--- src/shared/supervisor_map.vh ---
// Purpose: Offsets, field positions, reset values and timing counts of the reset supervisor.
// Assumes: Byte addresses on a 32-bit Avalon-MM slave, one aligned word per register.
// Notes: Definitions only.
`ifndef SUPERVISOR_MAP_VH
`define SUPERVISOR_MAP_VH

`define SUP_ADDR_W 5
`define SUP_OFS_SUPPLY_CTRL 5'h00
`define SUP_OFS_WATCHDOG_CONTROL 5'h04
`define SUP_OFS_WATCHDOG_RESTART 5'h08
`define SUP_OFS_STATUS 5'h0C
`define SUP_OFS_IRQ_ENABLE 5'h10

// Supply control fields.
`define SUP_BOR_THR_LSB 0
`define SUP_CORE_BOI_THR_LSB 2
`define SUP_IO_BOI_THR_LSB 4
`define SUP_BOR_THR_RST 2'h0
`define SUP_BOI_THR_RST 2'h0

// Watchdog control fields.
`define WDC_EN_BIT 0
`define WDC_RST_EN_BIT 1
`define WDC_RATIO_LSB 2
`define WDC_LATE_BIT 4
`define WDC_RATIO_RST 2'h0

// Status fields; flags are write-one-to-clear.
`define ST_CORE_BOI_BIT 0
`define ST_IO_BOI_BIT 1
`define ST_WATCHDOG_IRQ_FLAG_BIT 2
`define ST_CORE_LOW_BIT 3
`define ST_IO_LOW_BIT 4
`define ST_CAUSE_POR_BIT 8
`define ST_CAUSE_BOR_BIT 9
`define ST_CAUSE_WD_BIT 10

// Timing.
`define RC_FREQ_KHZ 7600
`define PWRUP_TIME_US 8600
`define WD_IRQ_LOG2_BASE 12
`define WD_IRQ_LOG2_STEP 3
`define WD_RST_DELAY 512
`define WD_RST_HOLD_CYCLES 16
`define RESET_VECTOR 16'h8000

`endif

--- src/rtl/reset_brownout_watchdog_supervisor.v ---
// Purpose: Power-on, brownout and watchdog reset supervisor with brownout and watchdog interrupts.
// Assumes: RESET_N is low while the core supply is under the power-on threshold; comparator
// Assumes: inputs, the reset pin and the RC oscillator are asynchronous to CLK (250 MHz).
// Notes: The RC oscillator is sampled as a level and counted by its rising edges.
//
// The Avalon-MM slave port and the register addresses were left to the implementer.
`timescale 1ns/1ps
`default_nettype none
`include "supervisor_map.vh"

module reset_brownout_watchdog_supervisor #(
  parameter PWRUP_RC_CYCLES = `PWRUP_TIME_US * `RC_FREQ_KHZ / 1000
) (
  input wire CLK,
  input wire RESET_N,
  input wire RC_CLK,
  input wire CORE_BELOW_BOR,
  input wire CORE_BELOW_BOI,
  input wire IO_BELOW_BOI,
  input wire RST_PIN_IN,
  output reg RST_PIN_OUT,
  output reg RST_PIN_OE,
  output reg [1:0] CORE_BOR_THR,
  output reg [1:0] CORE_BOI_THR,
  output reg [1:0] IO_BOI_THR,
  output reg CPU_RESET_N,
  output reg CPU_START,
  output reg [15:0] FETCH_ADDR,
  output reg IRQ_REQ,
  input wire [`SUP_ADDR_W-1:0] AVS_ADDRESS,
  input wire AVS_READ,
  input wire AVS_WRITE,
  input wire [31:0] AVS_WRITEDATA,
  input wire [3:0] AVS_BYTEENABLE,
  output reg [31:0] AVS_READDATA,
  output reg AVS_WAITREQUEST
);

  localparam [2:0] S_POR_WAIT = 3'd0;
  localparam [2:0] S_PWRUP = 3'd1;
  localparam [2:0] S_RUN = 3'd2;
  localparam [2:0] S_BOR = 3'd3;
  localparam [2:0] S_WD_RST = 3'd4;
  // End counts are worked out at full integer width and then cut to the counter widths.
  localparam integer PWRUP_LAST_I = PWRUP_RC_CYCLES - 1;
  localparam integer WD_RST_LAST_I = `WD_RST_DELAY - 1;
  localparam integer WD_HOLD_LAST_I = `WD_RST_HOLD_CYCLES - 1;
  localparam [16:0] PWRUP_LAST = PWRUP_LAST_I[16:0];
  localparam [9:0] WD_RST_LAST = WD_RST_LAST_I[9:0];
  localparam [4:0] WD_HOLD_LAST = WD_HOLD_LAST_I[4:0];

  // Last count of the interrupt timeout for a ratio code: 2^(12+3*code) RC cycles.
  function [21:0] wd_limit;
    input [1:0] ratio;
    integer sh;
    begin
      sh = `WD_IRQ_LOG2_BASE + ratio * `WD_IRQ_LOG2_STEP;
      wd_limit = (22'h00_0001 << sh) - 22'h00_0001;
    end
  endfunction

  // Two-stage synchronisers; only the second stage is used by logic.
  reg [4:0] sync1_r;
  reg [4:0] sync2_r;
  reg rc_prev_r;
  wire rc_s = sync2_r[0];
  wire bor_low_s = sync2_r[1];
  wire core_low_s = sync2_r[2];
  wire io_low_s = sync2_r[3];
  wire pin_high_s = sync2_r[4];
  wire rc_tick = rc_s & ~rc_prev_r;

  always @(posedge CLK or negedge RESET_N) begin
    if (!RESET_N) begin
      sync1_r <= 5'h10;
      sync2_r <= 5'h10;
      rc_prev_r <= 1'b0;
    end else begin
      sync1_r <= {RST_PIN_IN, IO_BELOW_BOI, CORE_BELOW_BOI, CORE_BELOW_BOR, RC_CLK};
      sync2_r <= sync1_r;
      rc_prev_r <= rc_s;
    end
  end

  reg [2:0] state_r;
  reg [2:0] state_nxt;
  reg [16:0] pwr_cnt_r;
  reg [4:0] hold_cnt_r;
  reg wd_fire;
  wire sys_rst = ~CPU_RESET_N;

  // Avalon-MM decode; a write lands on the edge where waitrequest is sampled low.
  wire req = AVS_READ | AVS_WRITE;
  wire wr_go = AVS_WRITE & ~AVS_WAITREQUEST & AVS_BYTEENABLE[0] & ~sys_rst;
  wire wr_go1 = AVS_WRITE & ~AVS_WAITREQUEST & AVS_BYTEENABLE[1] & ~sys_rst;
  wire wr_supply = wr_go & (AVS_ADDRESS == `SUP_OFS_SUPPLY_CTRL);
  wire wr_wdc = wr_go & (AVS_ADDRESS == `SUP_OFS_WATCHDOG_CONTROL);
  wire wr_kick = AVS_WRITE & ~AVS_WAITREQUEST & ~sys_rst & (AVS_ADDRESS == `SUP_OFS_WATCHDOG_RESTART);
  wire wr_stat = wr_go & (AVS_ADDRESS == `SUP_OFS_STATUS);
  wire wr_stat1 = wr_go1 & (AVS_ADDRESS == `SUP_OFS_STATUS);
  wire wr_irqen = wr_go & (AVS_ADDRESS == `SUP_OFS_IRQ_ENABLE);

  // Supervisor sequence.
  always @* begin
    state_nxt = state_r;
    case (state_r)
      S_POR_WAIT: begin
        if (!bor_low_s) begin
          state_nxt = S_PWRUP;
        end
      end
      S_PWRUP: begin
        if (bor_low_s) begin
          state_nxt = S_POR_WAIT;
        end else if (rc_tick && pwr_cnt_r == PWRUP_LAST) begin
          state_nxt = S_RUN;
        end
      end
      S_RUN: begin
        if (bor_low_s) begin
          state_nxt = S_BOR;
        end else if (wd_fire) begin
          state_nxt = S_WD_RST;
        end
      end
      S_BOR: begin
        if (!bor_low_s) begin
          state_nxt = S_RUN;
        end
      end
      S_WD_RST: begin
        if (bor_low_s) begin
          state_nxt = S_BOR;
        end else if (hold_cnt_r == WD_HOLD_LAST) begin
          state_nxt = S_RUN;
        end
      end
      default: state_nxt = S_POR_WAIT;
    endcase
  end

  // A drop under the power-on threshold lands here through RESET_N, so recovery restarts
  // from S_POR_WAIT with the full power-up delay.
  always @(posedge CLK or negedge RESET_N) begin
    if (!RESET_N) begin
      state_r <= S_POR_WAIT;
      pwr_cnt_r <= 17'h0_0000;
      hold_cnt_r <= 5'h00;
    end else begin
      state_r <= state_nxt;
      if (state_r != S_PWRUP) begin
        pwr_cnt_r <= 17'h0_0000;
      end else if (rc_tick) begin
        pwr_cnt_r <= pwr_cnt_r + 17'h0_0001;
      end
      if (state_r != S_WD_RST) begin
        hold_cnt_r <= 5'h00;
      end else begin
        hold_cnt_r <= hold_cnt_r + 5'h01;
      end
    end
  end

  // Pin and core reset. The core also stays in reset while anyone holds the pin low, and the
  // release waits for the pull-up to be seen high through the synchroniser.
  wire drive_low = (state_nxt != S_RUN);
  always @(posedge CLK or negedge RESET_N) begin
    if (!RESET_N) begin
      RST_PIN_OUT <= 1'b0;
      RST_PIN_OE <= 1'b1;
      CPU_RESET_N <= 1'b0;
      CPU_START <= 1'b0;
      FETCH_ADDR <= `RESET_VECTOR;
    end else begin
      RST_PIN_OUT <= 1'b0;
      RST_PIN_OE <= drive_low;
      CPU_RESET_N <= (state_r == S_RUN) & ~drive_low & ~RST_PIN_OE & pin_high_s;
      CPU_START <= ~CPU_RESET_N & (state_r == S_RUN) & ~drive_low & ~RST_PIN_OE & pin_high_s;
      FETCH_ADDR <= `RESET_VECTOR;
    end
  end

  // Registers. The brownout-reset threshold only returns to default at power-on.
  reg [1:0] wd_ratio_r;
  reg wd_en_r;
  reg wd_rst_en_r;
  reg wd_late_r;
  reg [21:0] wd_cnt_r;
  reg [2:0] irq_en_r;
  reg core_boi_r;
  reg io_boi_r;
  reg watchdog_irq_flag_r;
  reg cause_por_r;
  reg cause_bor_r;
  reg cause_wd_r;

  always @(posedge CLK or negedge RESET_N) begin
    if (!RESET_N) begin
      CORE_BOR_THR <= `SUP_BOR_THR_RST;
    end else if (wr_supply) begin
      CORE_BOR_THR <= AVS_WRITEDATA[`SUP_BOR_THR_LSB +: 2];
    end
  end

  always @(posedge CLK or negedge RESET_N) begin
    if (!RESET_N) begin
      CORE_BOI_THR <= `SUP_BOI_THR_RST;
      IO_BOI_THR <= `SUP_BOI_THR_RST;
      wd_ratio_r <= `WDC_RATIO_RST;
      wd_en_r <= 1'b0;
      wd_rst_en_r <= 1'b0;
      irq_en_r <= 3'h0;
    end else if (sys_rst) begin
      CORE_BOI_THR <= `SUP_BOI_THR_RST;
      IO_BOI_THR <= `SUP_BOI_THR_RST;
      wd_ratio_r <= `WDC_RATIO_RST;
      wd_en_r <= 1'b0;
      wd_rst_en_r <= 1'b0;
      irq_en_r <= 3'h0;
    end else begin
      if (wr_supply) begin
        CORE_BOI_THR <= AVS_WRITEDATA[`SUP_CORE_BOI_THR_LSB +: 2];
        IO_BOI_THR <= AVS_WRITEDATA[`SUP_IO_BOI_THR_LSB +: 2];
      end
      if (wr_wdc) begin
        wd_en_r <= AVS_WRITEDATA[`WDC_EN_BIT];
        wd_rst_en_r <= AVS_WRITEDATA[`WDC_RST_EN_BIT];
        wd_ratio_r <= AVS_WRITEDATA[`WDC_RATIO_LSB +: 2];
      end
      if (wr_irqen) begin
        irq_en_r <= AVS_WRITEDATA[2:0];
      end
    end
  end

  // Watchdog, counted on RC edges only. Early phase runs to the interrupt timeout, late
  // phase counts the fixed reset delay.
  wire ratio_change = wr_wdc & (AVS_WRITEDATA[`WDC_RATIO_LSB +: 2] != wd_ratio_r);
  wire wd_run = wd_en_r & ~sys_rst;
  wire wd_irq_hit = wd_run & rc_tick & ~wd_late_r & (wd_cnt_r == wd_limit(wd_ratio_r));
  wire wd_rst_hit = wd_run & rc_tick & wd_late_r & (wd_cnt_r[9:0] == WD_RST_LAST);

  always @* begin
    wd_fire = wd_rst_hit & wd_rst_en_r;
  end

  always @(posedge CLK or negedge RESET_N) begin
    if (!RESET_N) begin
      wd_cnt_r <= 22'h00_0000;
      wd_late_r <= 1'b0;
    end else if (!wd_run || wr_kick) begin
      wd_cnt_r <= 22'h00_0000;
      wd_late_r <= 1'b0;
    end else if (ratio_change && !wd_late_r) begin
      wd_cnt_r <= 22'h00_0000;
    end else if (wd_irq_hit) begin
      wd_cnt_r <= 22'h00_0000;
      wd_late_r <= 1'b1;
    end else if (wd_rst_hit) begin
      wd_cnt_r <= 22'h00_0000;
      wd_late_r <= 1'b0;
    end else if (rc_tick) begin
      wd_cnt_r <= wd_cnt_r + 22'h00_0001;
    end
  end

  // Sticky flags: a new event in the clearing cycle wins over the clear. Cause bits take
  // their brownout values on a brownout out of S_RUN rather than the power-on ones.
  wire boi_clr_core = wr_stat & AVS_WRITEDATA[`ST_CORE_BOI_BIT];
  wire boi_clr_io = wr_stat & AVS_WRITEDATA[`ST_IO_BOI_BIT];
  wire watchdog_irq_flag_clr = wr_stat & AVS_WRITEDATA[`ST_WATCHDOG_IRQ_FLAG_BIT];
  always @(posedge CLK or negedge RESET_N) begin
    if (!RESET_N) begin
      core_boi_r <= 1'b0;
      io_boi_r <= 1'b0;
      watchdog_irq_flag_r <= 1'b0;
      cause_por_r <= 1'b1;
      cause_bor_r <= 1'b0;
      cause_wd_r <= 1'b0;
    end else begin
      core_boi_r <= core_low_s | (core_boi_r & ~boi_clr_core);
      io_boi_r <= io_low_s | (io_boi_r & ~boi_clr_io);
      watchdog_irq_flag_r <= wd_irq_hit | (watchdog_irq_flag_r & ~watchdog_irq_flag_clr);
      if (state_r == S_RUN && state_nxt == S_BOR) begin
        cause_por_r <= 1'b0;
        cause_bor_r <= 1'b1;
        cause_wd_r <= 1'b0;
      end else if (wd_fire && state_r == S_RUN) begin
        cause_por_r <= 1'b0;
        cause_bor_r <= 1'b0;
        cause_wd_r <= 1'b1;
      end else if (wr_stat1) begin
        cause_por_r <= cause_por_r & ~AVS_WRITEDATA[`ST_CAUSE_POR_BIT];
        cause_bor_r <= cause_bor_r & ~AVS_WRITEDATA[`ST_CAUSE_BOR_BIT];
        cause_wd_r <= cause_wd_r & ~AVS_WRITEDATA[`ST_CAUSE_WD_BIT];
      end
    end
  end

  always @(posedge CLK or negedge RESET_N) begin
    if (!RESET_N) begin
      IRQ_REQ <= 1'b0;
    end else begin
      IRQ_REQ <= |({watchdog_irq_flag_r, io_boi_r, core_boi_r} & irq_en_r);
    end
  end

  // Bus answer: one wait cycle, then waitrequest low for one cycle with the read data.
  reg [31:0] rd_mux;
  always @* begin
    rd_mux = 32'h0000_0000;
    case (AVS_ADDRESS)
      `SUP_OFS_SUPPLY_CTRL: begin
        rd_mux[`SUP_BOR_THR_LSB +: 2] = CORE_BOR_THR;
        rd_mux[`SUP_CORE_BOI_THR_LSB +: 2] = CORE_BOI_THR;
        rd_mux[`SUP_IO_BOI_THR_LSB +: 2] = IO_BOI_THR;
      end
      `SUP_OFS_WATCHDOG_CONTROL: begin
        rd_mux[`WDC_EN_BIT] = wd_en_r;
        rd_mux[`WDC_RST_EN_BIT] = wd_rst_en_r;
        rd_mux[`WDC_RATIO_LSB +: 2] = wd_ratio_r;
        rd_mux[`WDC_LATE_BIT] = wd_late_r;
      end
      `SUP_OFS_STATUS: begin
        rd_mux[`ST_CORE_BOI_BIT] = core_boi_r;
        rd_mux[`ST_IO_BOI_BIT] = io_boi_r;
        rd_mux[`ST_WATCHDOG_IRQ_FLAG_BIT] = watchdog_irq_flag_r;
        rd_mux[`ST_CORE_LOW_BIT] = core_low_s;
        rd_mux[`ST_IO_LOW_BIT] = io_low_s;
        rd_mux[`ST_CAUSE_POR_BIT] = cause_por_r;
        rd_mux[`ST_CAUSE_BOR_BIT] = cause_bor_r;
        rd_mux[`ST_CAUSE_WD_BIT] = cause_wd_r;
      end
      `SUP_OFS_IRQ_ENABLE: begin
        rd_mux[2:0] = irq_en_r;
      end
      default: rd_mux = 32'h0000_0000;
    endcase
  end

  always @(posedge CLK or negedge RESET_N) begin
    if (!RESET_N) begin
      AVS_WAITREQUEST <= 1'b1;
      AVS_READDATA <= 32'h0000_0000;
    end else begin
      AVS_WAITREQUEST <= ~(req & AVS_WAITREQUEST);
      if (AVS_READ && AVS_WAITREQUEST) begin
        AVS_READDATA <= rd_mux;
      end
    end
  end

endmodule
`default_nettype wire

--- config.mk ---
export PLATFORM = sky130hd
export DESIGN_NAME = reset_brownout_watchdog_supervisor
export DESIGN_NICKNAME = d
export VERILOG_FILES = /design/src/rtl/reset_brownout_watchdog_supervisor.v
export VERILOG_INCLUDE_DIRS = /design/src /design/src/shared
export SDC_FILE = /design/constraint.sdc
export NUM_CORES = 1
export LEC_CHECK = 0
export BUFFER_PORTS_ARGS = -buffer_cell sky130_fd_sc_hd__buf_4
export CORE_MARGIN = 2
export CORE_UTILIZATION = 49
export CTS_CLUSTER_DIAMETER = 200
export DETAILED_ROUTE_END_ITERATION = 8
export GPL_ROUTABILITY_DRIVEN = 0
export PLACE_DENSITY = 0.76
export SYNTH_ARGS = -nofsm -noshare
export SYNTH_HDL_FRONTEND = slang
export SYNTH_SLANG_ARGS = --single-unit
--- constraint.sdc ---
create_clock -name CLK -period 2.1 [get_ports CLK]
set_input_delay 0.42 -clock CLK [delete_from_list [all_inputs] [get_ports CLK]]
set_output_delay 0.42 -clock CLK [all_outputs]
set_load 0.01 [all_outputs]
==> results of run 1 <==
-- metal layers --
layer | wire, um | up-vias | global-route usage [%]
met5 | 0 | - | 0
met4 | 128 | 0 | 6.58
met3 | 504 | 12 | 3.16
met2 | 5180 | 104 | 33.9
met1 | 4650 | 1836 | 27.7
li1 | - | 1817 | -
-- power breakdown --
group,internal (mW),switching (mW)
logic,0.0823,0.136
registers,1.79,0.0156
clock network,0.708,0.641
total,2.58,0.792
-- worst register-to-register path, stage by stage, from the launching register on --
cell,delay [ns]
dfrtp_1,0.39
or2_2,0.32
a2111oi_0,0.55
o2111ai_1,0.19
buf_4,0.22
nand2_1,0.08
buf_4,0.22
a21oi_1,0.07
-- cell usage after synthesis, types with 9 or more instances --
library cell,count
nor2b_1,17
mux2i_1,11
a21oi_1,23
clkbuf_1,10
o21ai_0,25
nand4_1,19
nor2_1,38
buf_4,41
nand3_1,26
nor3_1,9
nand2_1,51
dfrtp_1,87
xor2_1,18
-- state kept, by name, summed over array words and instances (netlist names), 2 cells and up --
register	flops
wd_cnt_r	22
state_r	3
pwr_cnt_r	17
IO_BOI_THR	2
hold_cnt_r	5
AVS_READDATA	9
wd_ratio_r	2
CORE_BOR_THR	2
sync1_r	5
CORE_BOI_THR	2
irq_en_r	3
sync2_r	5
-- metrics by stage --
stage / power (mW) / cells
global route: 3.50 / 711
detailed placement: 2.06 / 692
global placement: 2.05 / 692
floorplan: 1.99 / 535
finish: 3.38 / 711
CTS: 3.39 / 709
-- cell type report --
class / instances / area (um2) / share of cell area, %
timing repair buffer: 85 / 653 / 11.5
tap: 133 / 166 / 2.93
sequential: 92 / 2310 / 40.7
clock inverter: 5 / 83.8 / 1.48
clock buffer: 11 / 141 / 2.49
inverter: 8 / 30.0 / 0.529
multi-input combinational: 377 / 2290 / 40.3
-- kinds of logic after synthesis --
| logic type | synth area share (%) |
|---|---|
| and+or+nand+nor | 22.7 |
| DFF | 47.6 |
| AOI/OAI and AO/OA | 10.7 |
| buffers and inverters | 9.00 |
| xor gates and xnor gates | 4.69 |
| muxes | 3.89 |
| adders and majority gates | 1.29 |
| other | 0.155 |
-- cells in the final DEF (no fill, tap or decap), types with 3 or more instances in the layout --
cell      instances
a21o_1            3
a21oi_1          22
a222oi_1          4
and3_1            6
and4_2            3
buf_4            83
clkbuf_8         10
conb_1           42
dfrtp_1          85
dfstp_2           5
ha_1              5
inv_1             8
mux2_2            7
mux2i_1          11
nand2_1          51
nand2b_1          4
nand3_1          26
nand4_1          19
nor2_1           38
nor2b_1          17
nor3_1            6
nor3_2            3
nor4_1            4
o21ai_0          25
o31ai_1           6
or2_2             3
or3_1             8
or4_1             4
xnor2_1           8
xor2_1           16
-- repair_timing --
item                                   in CTS  in global routing
endpoints found under the hold margin      21                  0
hold buffers                                1                  0
resized for setup                           0                  8
setup endpoints to repair                   0                  7
setup buffers                               0                  2
-- worst min path at each step --
| stage | depth (start not counted) | end | start | slack, ns |
|---|---|---|---|---|
| floorplan | 0 | AVS_READDATA[0] | RESET_N | 0.12 |
| global placement | 0 | sync2_r[1] | sync1_r[1] | 0.34 |
| detailed placement | 0 | sync2_r[3] | sync1_r[3] | 0.34 |
| CTS | 1 | sync1_r[1] | CORE_BELOW_BOR | 0.15 |
| global route | 1 | sync1_r[4] | RST_PIN_IN | 0.15 |
| finish | 1 | sync1_r[1] | CORE_BELOW_BOR | 0.16 |
==> metrics.yaml, run 1 <==
crit_top_cell: "buf_4"
vias_per_cell: 5.30
core_area_um2: 9680
hold_class: "primary input to flip-flop"
yosysSeqAreaShare_pct: 47.6
dpl_cell_area_um2: 5390
critical_path_class: "flip-flop to flip-flop"
reg2reg_from: "wd_cnt_r[19]"
p_per_area_nw_per_um2: 595
synth-main-ff-cell: "dfrtp_1"
ant_nets: 0
utilization_pct: 58.6
synth-warning-count: 0
relSlewSlack_pct: 63.9
finalCritPeriodShare_pct: 102
yosysTopAreaCell: "dfrtp_1"
layout_setup_ws_ns: -0.0425
antenna_found_initial: 0
violations: "negative setup slack"
cts_root_buf: "clkbuf_8"
cts_tree: "built"
drive_gt1_share_pct: 23.9
drc: 0
netlist_instances: 495
dr.first_iter.drc_count: 224
drt-total-wl_mm: 10.5
vdd_drop_max_uv: 389
syn-mean-instance-area_um2: 9.80
min_period_ns: 2.14
cts_htree_levels: 3
hold_viol: 0
fin_area_um2: 5680
synthDistinctLibCells: 61
endpoint: "wd_cnt_r[21]"
drv_slew: 0
grt_pass1_vias: 3587
worstRegToRegCells: 7
path_cells: "or2_2, a2111oi_0, o2111ai_1, buf_4, nand2_1, buf_4, a21oi_1"
port_buffers: 44
nNetsFinal: 628
regToRegSetupSlack_ns: -0.04
synth.top_cell.area_share_pct: 44.9
clkSinkCount: 92
cp.depth: 7
die_area_um2: 10700
wl_per_cell_um: 14.7
grt_usage_pct: 20.5
cp.required_ns: 2.35
reg2reg_to: "wd_cnt_r[21]"
worstMarginPinSlew_ns: 0.528
cp-start-kind: "flip-flop"
arrival_ns: 2.39
crit_family: "compound AO/OA/AOI/OAI gates"
status: "finished, violations left"
grt-ovfl-total: 0
slowest_stage: "a2111oi_0"
area_growth_pct: 17.0
cp_slowest_stage_delay_ns: 0.55
max-clock-path-buffers: 2
synth_edf_count: 0
detailed_place_hpwl_mm: 7.45
setup_viol: 17
async_flop_share_pct: 100
clkTransAtPathRegs_ns: 0.09
die_h_um: 103
vias: 3769
die_w_um: 103
cp_max_fo: 15
crit_start: "wd_cnt_r[19]"
initial_core_util_pct: 50.1
setup_tns_ns: -0.474
clock.fmax_mhz: 467
syn_area_um2: 4850
cts_buffers: 9
yosys-top-cells-area: "dfrtp_1 (45%), buf_4 (6.3%), nand2_1 (3.9%), xor2_1 (3.2%), nor2_1 (2.9%)"
nFillCells: 808
synth-seq-cells: 92
hold_ws_ns: 0.160
row_count: 36
dr.pass1.iters: 4
grt_pass1_wl_mm: 17.1
cp-end-kind: "flip-flop"
pin_count: 110
antenna_cells: 0
grt_max_degree: 35
preCtsSetupSlack_ns: -0.148
power_leakage_nw: 2.52
path_buf_inv: 2
drv_cap: 0
worst_clock_skew_ns: 0.0145
clock_latency_ns: 0.36
(Power assumes the default switching activity.)
==> inputs of run 2 (changes only) <==
--- a/config.mk
+++ b/config.mk
@@ -8,11 +8,12 @@
 export LEC_CHECK = 0
 export BUFFER_PORTS_ARGS = -buffer_cell sky130_fd_sc_hd__buf_4
 export CORE_MARGIN = 2
-export CORE_UTILIZATION = 49
+export CORE_UTILIZATION = 55
 export CTS_CLUSTER_DIAMETER = 200
 export DETAILED_ROUTE_END_ITERATION = 8
 export GPL_ROUTABILITY_DRIVEN = 0
-export PLACE_DENSITY = 0.76
+export PLACE_DENSITY = 0.81
+export SETUP_SLACK_MARGIN = 0.5
 export SYNTH_ARGS = -nofsm -noshare
 export SYNTH_HDL_FRONTEND = slang
 export SYNTH_SLANG_ARGS = --single-unit
==> constraint.sdc (replaced) <==
create_clock -name CLK -period 2.72 [get_ports CLK]
set_input_delay 0.544 -clock CLK [delete_from_list [all_inputs] [get_ports CLK]]
set_output_delay 0.544 -clock CLK [all_outputs]
set_load 0.01 [all_outputs]
==> run 2 against run 1 <==
  * The run now ends clean
  * Global-route usage rose by 0.90 points
  * Critical path type unchanged
  * Register-to-register slack improved by 0.63 ns
  * Combinational power fell by 28%
  * Final area fell by 3.4%
  * Utilization rose by 4.9 points
  * Critical endpoint is now wd_cnt_r[6]
  * Largest cell class unchanged
  * First-iteration DRC count rose by 30%
==> metrics.yaml, run 2 (synthesis gave the netlist of run 1 again) <==
status: "finished clean"
fin_area_um2: 5480  # -3.4%
finalNonFillerCells: 664  # -6.6%
clkTransAtPathRegs_ns: 0.10  # about the same
vdd_drop_max_uv: 302  # -22%
antenna_cells: 0  # unchanged
detailed_place_hpwl_mm: 7.05  # -5.4%
vias_per_cell: 5.69  # +7.3%
die_w_um: 97.9  # -5.4%
vias: 3776  # +0.19%
clock_latency_ns: 0.37  # about the same
hold_viol: 0  # unchanged
reg.largest.list: "wd_cnt_r x22, pwr_cnt_r x17, AVS_READDATA x9"
slowest_stage: "dfrtp_1"
wl_per_cell_um: 15.2  # +3.1%
max-clock-path-buffers: 2  # unchanged
grt-ovfl-total: 0  # unchanged
arrival_ns: 2.37  # -0.02 ns
initial_core_util_pct: 56.2  # +6.1 points
drive_gt1_share_pct: 22.1  # -1.8 points
hold_class: "primary input to asynchronous set/reset pin"
drv_cap: 0  # unchanged
relSlewSlack_pct: 61.4  # -2.5 points
pin_count: 110  # unchanged
cts_buffers: 9  # unchanged
final_cell_mix: "dfrtp_1 (83), buf_4 (61), nand2_1 (50)"
cp_slowest_stage_delay_ns: 0.44  # -0.11 ns
setup_viol: 0  # -17
worst_clock_skew_ns: 0.0178  # +0.00328 ns
ant_nets: 0  # unchanged
layout_setup_ws_ns: 0.583  # +0.625 ns
p_per_area_nw_per_um2: 456  # -23%
nFillCells: 680  # -16%
row_count: 34  # -5.6%
worstRegToRegCells: 6  # -1
path_buf_inv: 1  # -1
dr.first_iter.drc_count: 292  # +30%
cts_htree_levels: 3  # unchanged
clock.fmax_mhz: 468  # +0.24%
dr.pass1.iters: 5  # +1
worstMarginPinSlew_ns: 0.579  # +0.0505 ns
preCtsSetupSlack_ns: 0.273  # +0.421 ns
die_h_um: 97.9  # -5.4%
nNetsFinal: 606  # -3.5%
grt_max_degree: 49  # +40%
power_leakage_nw: 2.40  # -4.9%
regMostFlops: "wd_cnt_r"
cp.required_ns: 2.95  # +0.60 ns
drv_slew: 0  # unchanged
grt_usage_pct: 21.4  # +0.90 points
critical_path_class: "flip-flop to flip-flop"
min_period_ns: 2.14  # -0.00504 ns
grt_pass1_vias: 3554  # -0.92%
grt_pass1_wl_mm: 16.8  # -2.1%
grt_setup_unrepaired: "no"
mostFrequentLayoutCell: "dfrtp_1"
utilization_pct: 63.5  # +4.9 points
crit_family: "compound AO/OA/AOI/OAI gates"
dp_cells: 641  # -7.4%
setup_tns_ns: 0  # +0.474 ns
finalCritPeriodShare_pct: 78.6  # -23 points
cp.depth: 6  # -1
cts_tree: "built"
cp-end-kind: "flip-flop"
dpl_cell_area_um2: 5170  # -4.2%
cp_max_fo: 6  # -9
clkSinkCount: 92  # unchanged
area_growth_pct: 13.0
core_area_um2: 8640  # -11%
cp-start-kind: "flip-flop"
hold_ws_ns: 0.167  # +0.00652 ns
drt-total-wl_mm: 10.1  # -3.7%
drc: 0  # unchanged
cts_root_buf: "clkbuf_8"
die_area_um2: 9590  # -10%
path_cells: "or2_2, a2111oi_2, o2111ai_2, buf_4, a32oi_1, o31ai_2"
port_buffers: 44  # unchanged
antenna_found_initial: 0  # unchanged
power_mw: 2.50  # -26%
largest_reg_flops: 22  # unchanged
[run 2: path summary, 6_finish.rpt]
kind	end	start	slack, ns
max	wd_cnt_r[6]	wd_cnt_r[19]	0.58
min	rc_prev_r	RESET_N	0.17
max reg2reg	wd_cnt_r[6]	wd_cnt_r[19]	0.58
min reg2reg	sync2_r[0]	sync1_r[0]	0.36
max in group asynchronous	wd_ratio_r[1]	RESET_N	1.90
min in group CLK	sync1_r[1]	CORE_BELOW_BOR	0.27
[run 2: area by class of cell]
class	count	area (um2)	share of cell area (%)
well taps	108	135	2.47
inverters	8	30.0	0.548
flip-flops and latches	92	2310	42.2
multi-input cells	377	2310	42.2
clock inverters	6	72.6	1.32
repair buffers	63	489	8.93
clock buffers	10	128	2.33
[run 2: worst register-to-register path, cell delays in order (launching register included)]
cell and delay (ns):
dfrtp_1 0.44, or2_2 0.32, a2111oi_2 0.38, o2111ai_2 0.27
buf_4 0.24, a32oi_1 0.24, o31ai_2 0.11
[run 2: what timing repair did]
action / in CTS / in global routing
setup buffers: 0 / 7
pin swaps: 0 / 3
resized for setup: 3 / 15
setup endpoints to repair: 17 / 25
cloned: 0 / 0
hold buffers: 0 / 0
[run 2: report_power, final]
group          internal [mW]  switching [mW]  total, mW  leakage (nW)
clock network          0.435           0.510      0.944        0.0910
registers               1.38          0.0134       1.40          1.22
logic                 0.0544           0.102      0.156          1.08
[run 2: routing by layer]
layer | wire, um | up-vias | track usage (%)
li1 | - | 1787 | -
met1 | 4290 | 1860 | 29.6
met2 | 5100 | 113 | 34.5
met3 | 542 | 16 | 4.22
met4 | 149 | 0 | 6.41
met5 | 0 | - | 0
==> inputs of run 3 (changes only) <==
--- a/config.mk
+++ b/config.mk
@@ -8,11 +8,11 @@
 export LEC_CHECK = 0
 export BUFFER_PORTS_ARGS = -buffer_cell sky130_fd_sc_hd__buf_4
 export CORE_MARGIN = 2
-export CORE_UTILIZATION = 55
+export CORE_UTILIZATION = 49
 export CTS_CLUSTER_DIAMETER = 200
 export DETAILED_ROUTE_END_ITERATION = 8
 export GPL_ROUTABILITY_DRIVEN = 0
-export PLACE_DENSITY = 0.81
+export PLACE_DENSITY = 0.76
 export SETUP_SLACK_MARGIN = 0.5
 export SYNTH_ARGS = -nofsm -noshare
 export SYNTH_HDL_FRONTEND = slang
==> constraint.sdc (replaced) <==
create_clock -name CLK -period 1.9 [get_ports CLK]
set_input_delay 0.38 -clock CLK [delete_from_list [all_inputs] [get_ports CLK]]
set_output_delay 0.38 -clock CLK [all_outputs]
set_load 0.01 [all_outputs]
==> run 3 against run 2 <==
  * The run now ends with negative setup slack left
  * Die area grew 12%
  * Critical path type unchanged
  * Power grew 44%
  * Non-clock buffer count grew 79
  * Clock skew grew 0.0048 ns
  * Combinational power grew 86%
  * Global-route usage grew 3.1 points
  * Via count grew 16%
==> metrics.yaml, run 3 (synthesis gave the netlist of run 1 again) <==
status: "finished, violations left"
violations: "negative setup slack"
grt_usage_pct: 24.5  # +3.1 points
p_per_area_nw_per_um2: 542  # +19%
area_growth_pct: 36.6
final_cell_mix: "buf_4 (110), dfrtp_1 (84), nand2_1 (43)"
cts_root_buf: "clkbuf_8"
grt_use_met1_pct: 31.4  # +1.9 points
drt-total-wl_mm: 13.8  # +37%
clockPowerShare_pct: 36.2  # -1.6 points
hold_ws_ns: 0.0953  # -0.0714 ns
largest_reg_flops: 22  # unchanged
met3_usage_pct: 6.32  # +2.1 points
cp.required_ns: 2.16  # -0.79 ns
die_area_um2: 10700  # +12%
busiest_layer: "met2"
hold_class: "primary input to flip-flop"
row_count: 36  # +5.9%
setup_viol: 7  # +7
cell_internal_pwr_mw: 2.60  # +39%
antenna_cells: 0  # unchanged
die_h_um: 103  # +5.7%
port_buffers: 44  # unchanged
regToRegSetupSlack_ns: -0.02  # -0.61 ns
grt_max_degree: 42  # -14%
use_met2_pct: 39.7  # +5.2 points
dr.pass1.iters: 7  # +2
clkSinkCount: 92  # unchanged
ant_nets: 0  # unchanged
cts_htree_levels: 3  # unchanged
min_period_ns: 1.92  # -0.213 ns
vdd_drop_max_uv: 391  # +30%
relSlewSlack_pct: 64.3  # +2.9 points
power_mw: 3.59  # +44%
cts_tree: "built"
pin_count: 110  # unchanged
nFillCells: 673  # -1.0%
core_area_um2: 9680  # +12%
critical_path_class: "flip-flop to flip-flop"
drv_cap: 0  # unchanged
wl_per_cell_um: 18.0  # +18%
finalCritPeriodShare_pct: 101  # +23 points
p_sw_mw: 0.986  # +58%
dpl_cell_area_um2: 5590  # +8.2%
swShare_pct: 27.5  # +2.5 points
layout_setup_ws_ns: -0.0243  # -0.607 ns
detailed_place_hpwl_mm: 7.91  # +12%
grt_pass1_wl_mm: 20.2  # +21%
mostFrequentLayoutCell: "buf_4"
cts_buffers: 9  # unchanged
max-clock-path-buffers: 2  # unchanged
nNetsFinal: 686  # +13%
regMostFlops: "wd_cnt_r"
initial_core_util_pct: 50.1  # -6.1 points
arrival_ns: 2.18  # -0.19 ns
clock.fmax_mhz: 520  # +11%
hold_viol: 0  # unchanged
clock_latency_ns: 0.38  # about the same
grt-ovfl-total: 0  # unchanged
cp-end-kind: "flip-flop"
fin_area_um2: 6630  # +21%
drc: 0  # unchanged
dr.first_iter.drc_count: 357  # +22%
clkTransAtPathRegs_ns: 0.11  # about the same
utilization_pct: 68.4  # +5.0 points
reg.largest.list: "wd_cnt_r x22, pwr_cnt_r x17, AVS_READDATA x9"
vias: 4395  # +16%
grt_setup_unrepaired: "yes"
power.share.combinational_pct: 8.1  # +1.8 points
worstMarginPinSlew_ns: 0.534  # -0.0446 ns
die_w_um: 103  # +5.7%
power.share.sequential_pct: 55.7  # -0.3 points
worst_clock_skew_ns: 0.0226  # +0.00484 ns
grt_pass1_vias: 4226  # +19%
drv_slew: 0  # unchanged
cp_max_fo: 8  # +2
drive_gt1_share_pct: 40.3  # +18 points
power_leakage_nw: 2.94  # +23%
cp-start-kind: "flip-flop"
antenna_found_initial: 0  # unchanged
vias_per_cell: 5.72  # +0.50%
[run 3: changes by cell type in the layout (fill, tap and decap cells not counted), moves of 5 or more]
cell / change
a21oi_2: +5
nor2_4: +5
nand2_4: +5
nand3_2: +8
nand3_1: -11
o21ai_0: -13
nor2_1: -6
a21oi_1: -7
buf_6: +28
o21ai_1: +11
buf_4: +49
nand2_1: -7
[run 3: routing by layer]
metal  wire length (um)  vias to the layer above
met5                  0                        -
met4                531                        0
met3                927                       54
met2               6980                      217
met1               5390                     2178
li1                   -                     1946
[run 3: worst max-delay path, cell delays in order (launching register included)]
cell     delay (ns)
dfstp_2        0.55
and3b_2        0.26
or3_4          0.40
nand4_1        0.13
buf_6          0.15
buf_6          0.10
xor2_1         0.14
nor2_1         0.06
[run 3: final timing paths]
kind | from | endpoint | cells past startpoint
max in group asynchronous | RESET_N | wd_cnt_r[21] | 3
min in group asynchronous | RESET_N | wd_cnt_r[19] | 2
hold reg to reg | sync1_r[3] | sync2_r[3] | 0
setup reg to reg | AVS_WAITREQUEST | wd_cnt_r[11] | 7
setup / recovery | AVS_WAITREQUEST | wd_cnt_r[11] | 7
hold / removal | CORE_BELOW_BOI | sync1_r[2] | 1
[run 3: timing repair]
action / 4_1_cts / 5_1_grt
hold buffers: 1 / 0
pin swaps: 44 / 29
gates resized for setup: 69 / 40
setup endpoints to repair: 64 / 68
setup buffers: 32 / 14
hold endpoints to repair: 16 / 0
gates cloned: 2 / 0
[run 3: area by class of cell]
cell class	count	area [um2]	share of cell area, %
Multi-Input combinational cell	378	2730	41.1
Sequential cell	92	2310	34.9
Tap cell	133	166	2.51
Clock inverter	7	71.3	1.08
Inverter	8	30.0	0.453
Clock buffer	9	124	1.87
Timing Repair Buffer	142	1200	18.1
[run 3: per-stage QoR]
| step | cells | worst slack, ns | setup TNS [ns] |
|---|---|---|---|
| 2_1_floorplan | 535 | -0.174 | -0.901 |
| 3_3_place_gp | 704 | -0.255 | -2.46 |
| 3_5_place_dp | 704 | -0.296 | -3.49 |
| 4_1_cts | 755 | 0.0404 | 0 |
| 5_1_grt | 769 | -0.0962 | -1.06 |
| 6_report | 769 | -0.0243 | -0.0731 |
[run 3: power groups by stage]
stage / Sequential (mW) / Clock, mW / Combinational (mW)
2_1_floorplan: 2.03 / 0 / 0.179
3_3_place_gp: 2.04 / 0 / 0.238
3_5_place_dp: 2.04 / 0 / 0.246
4_1_cts: 2.00 / 1.30 / 0.267
5_1_grt: 2.00 / 1.41 / 0.320
6_report: 2.00 / 1.30 / 0.290
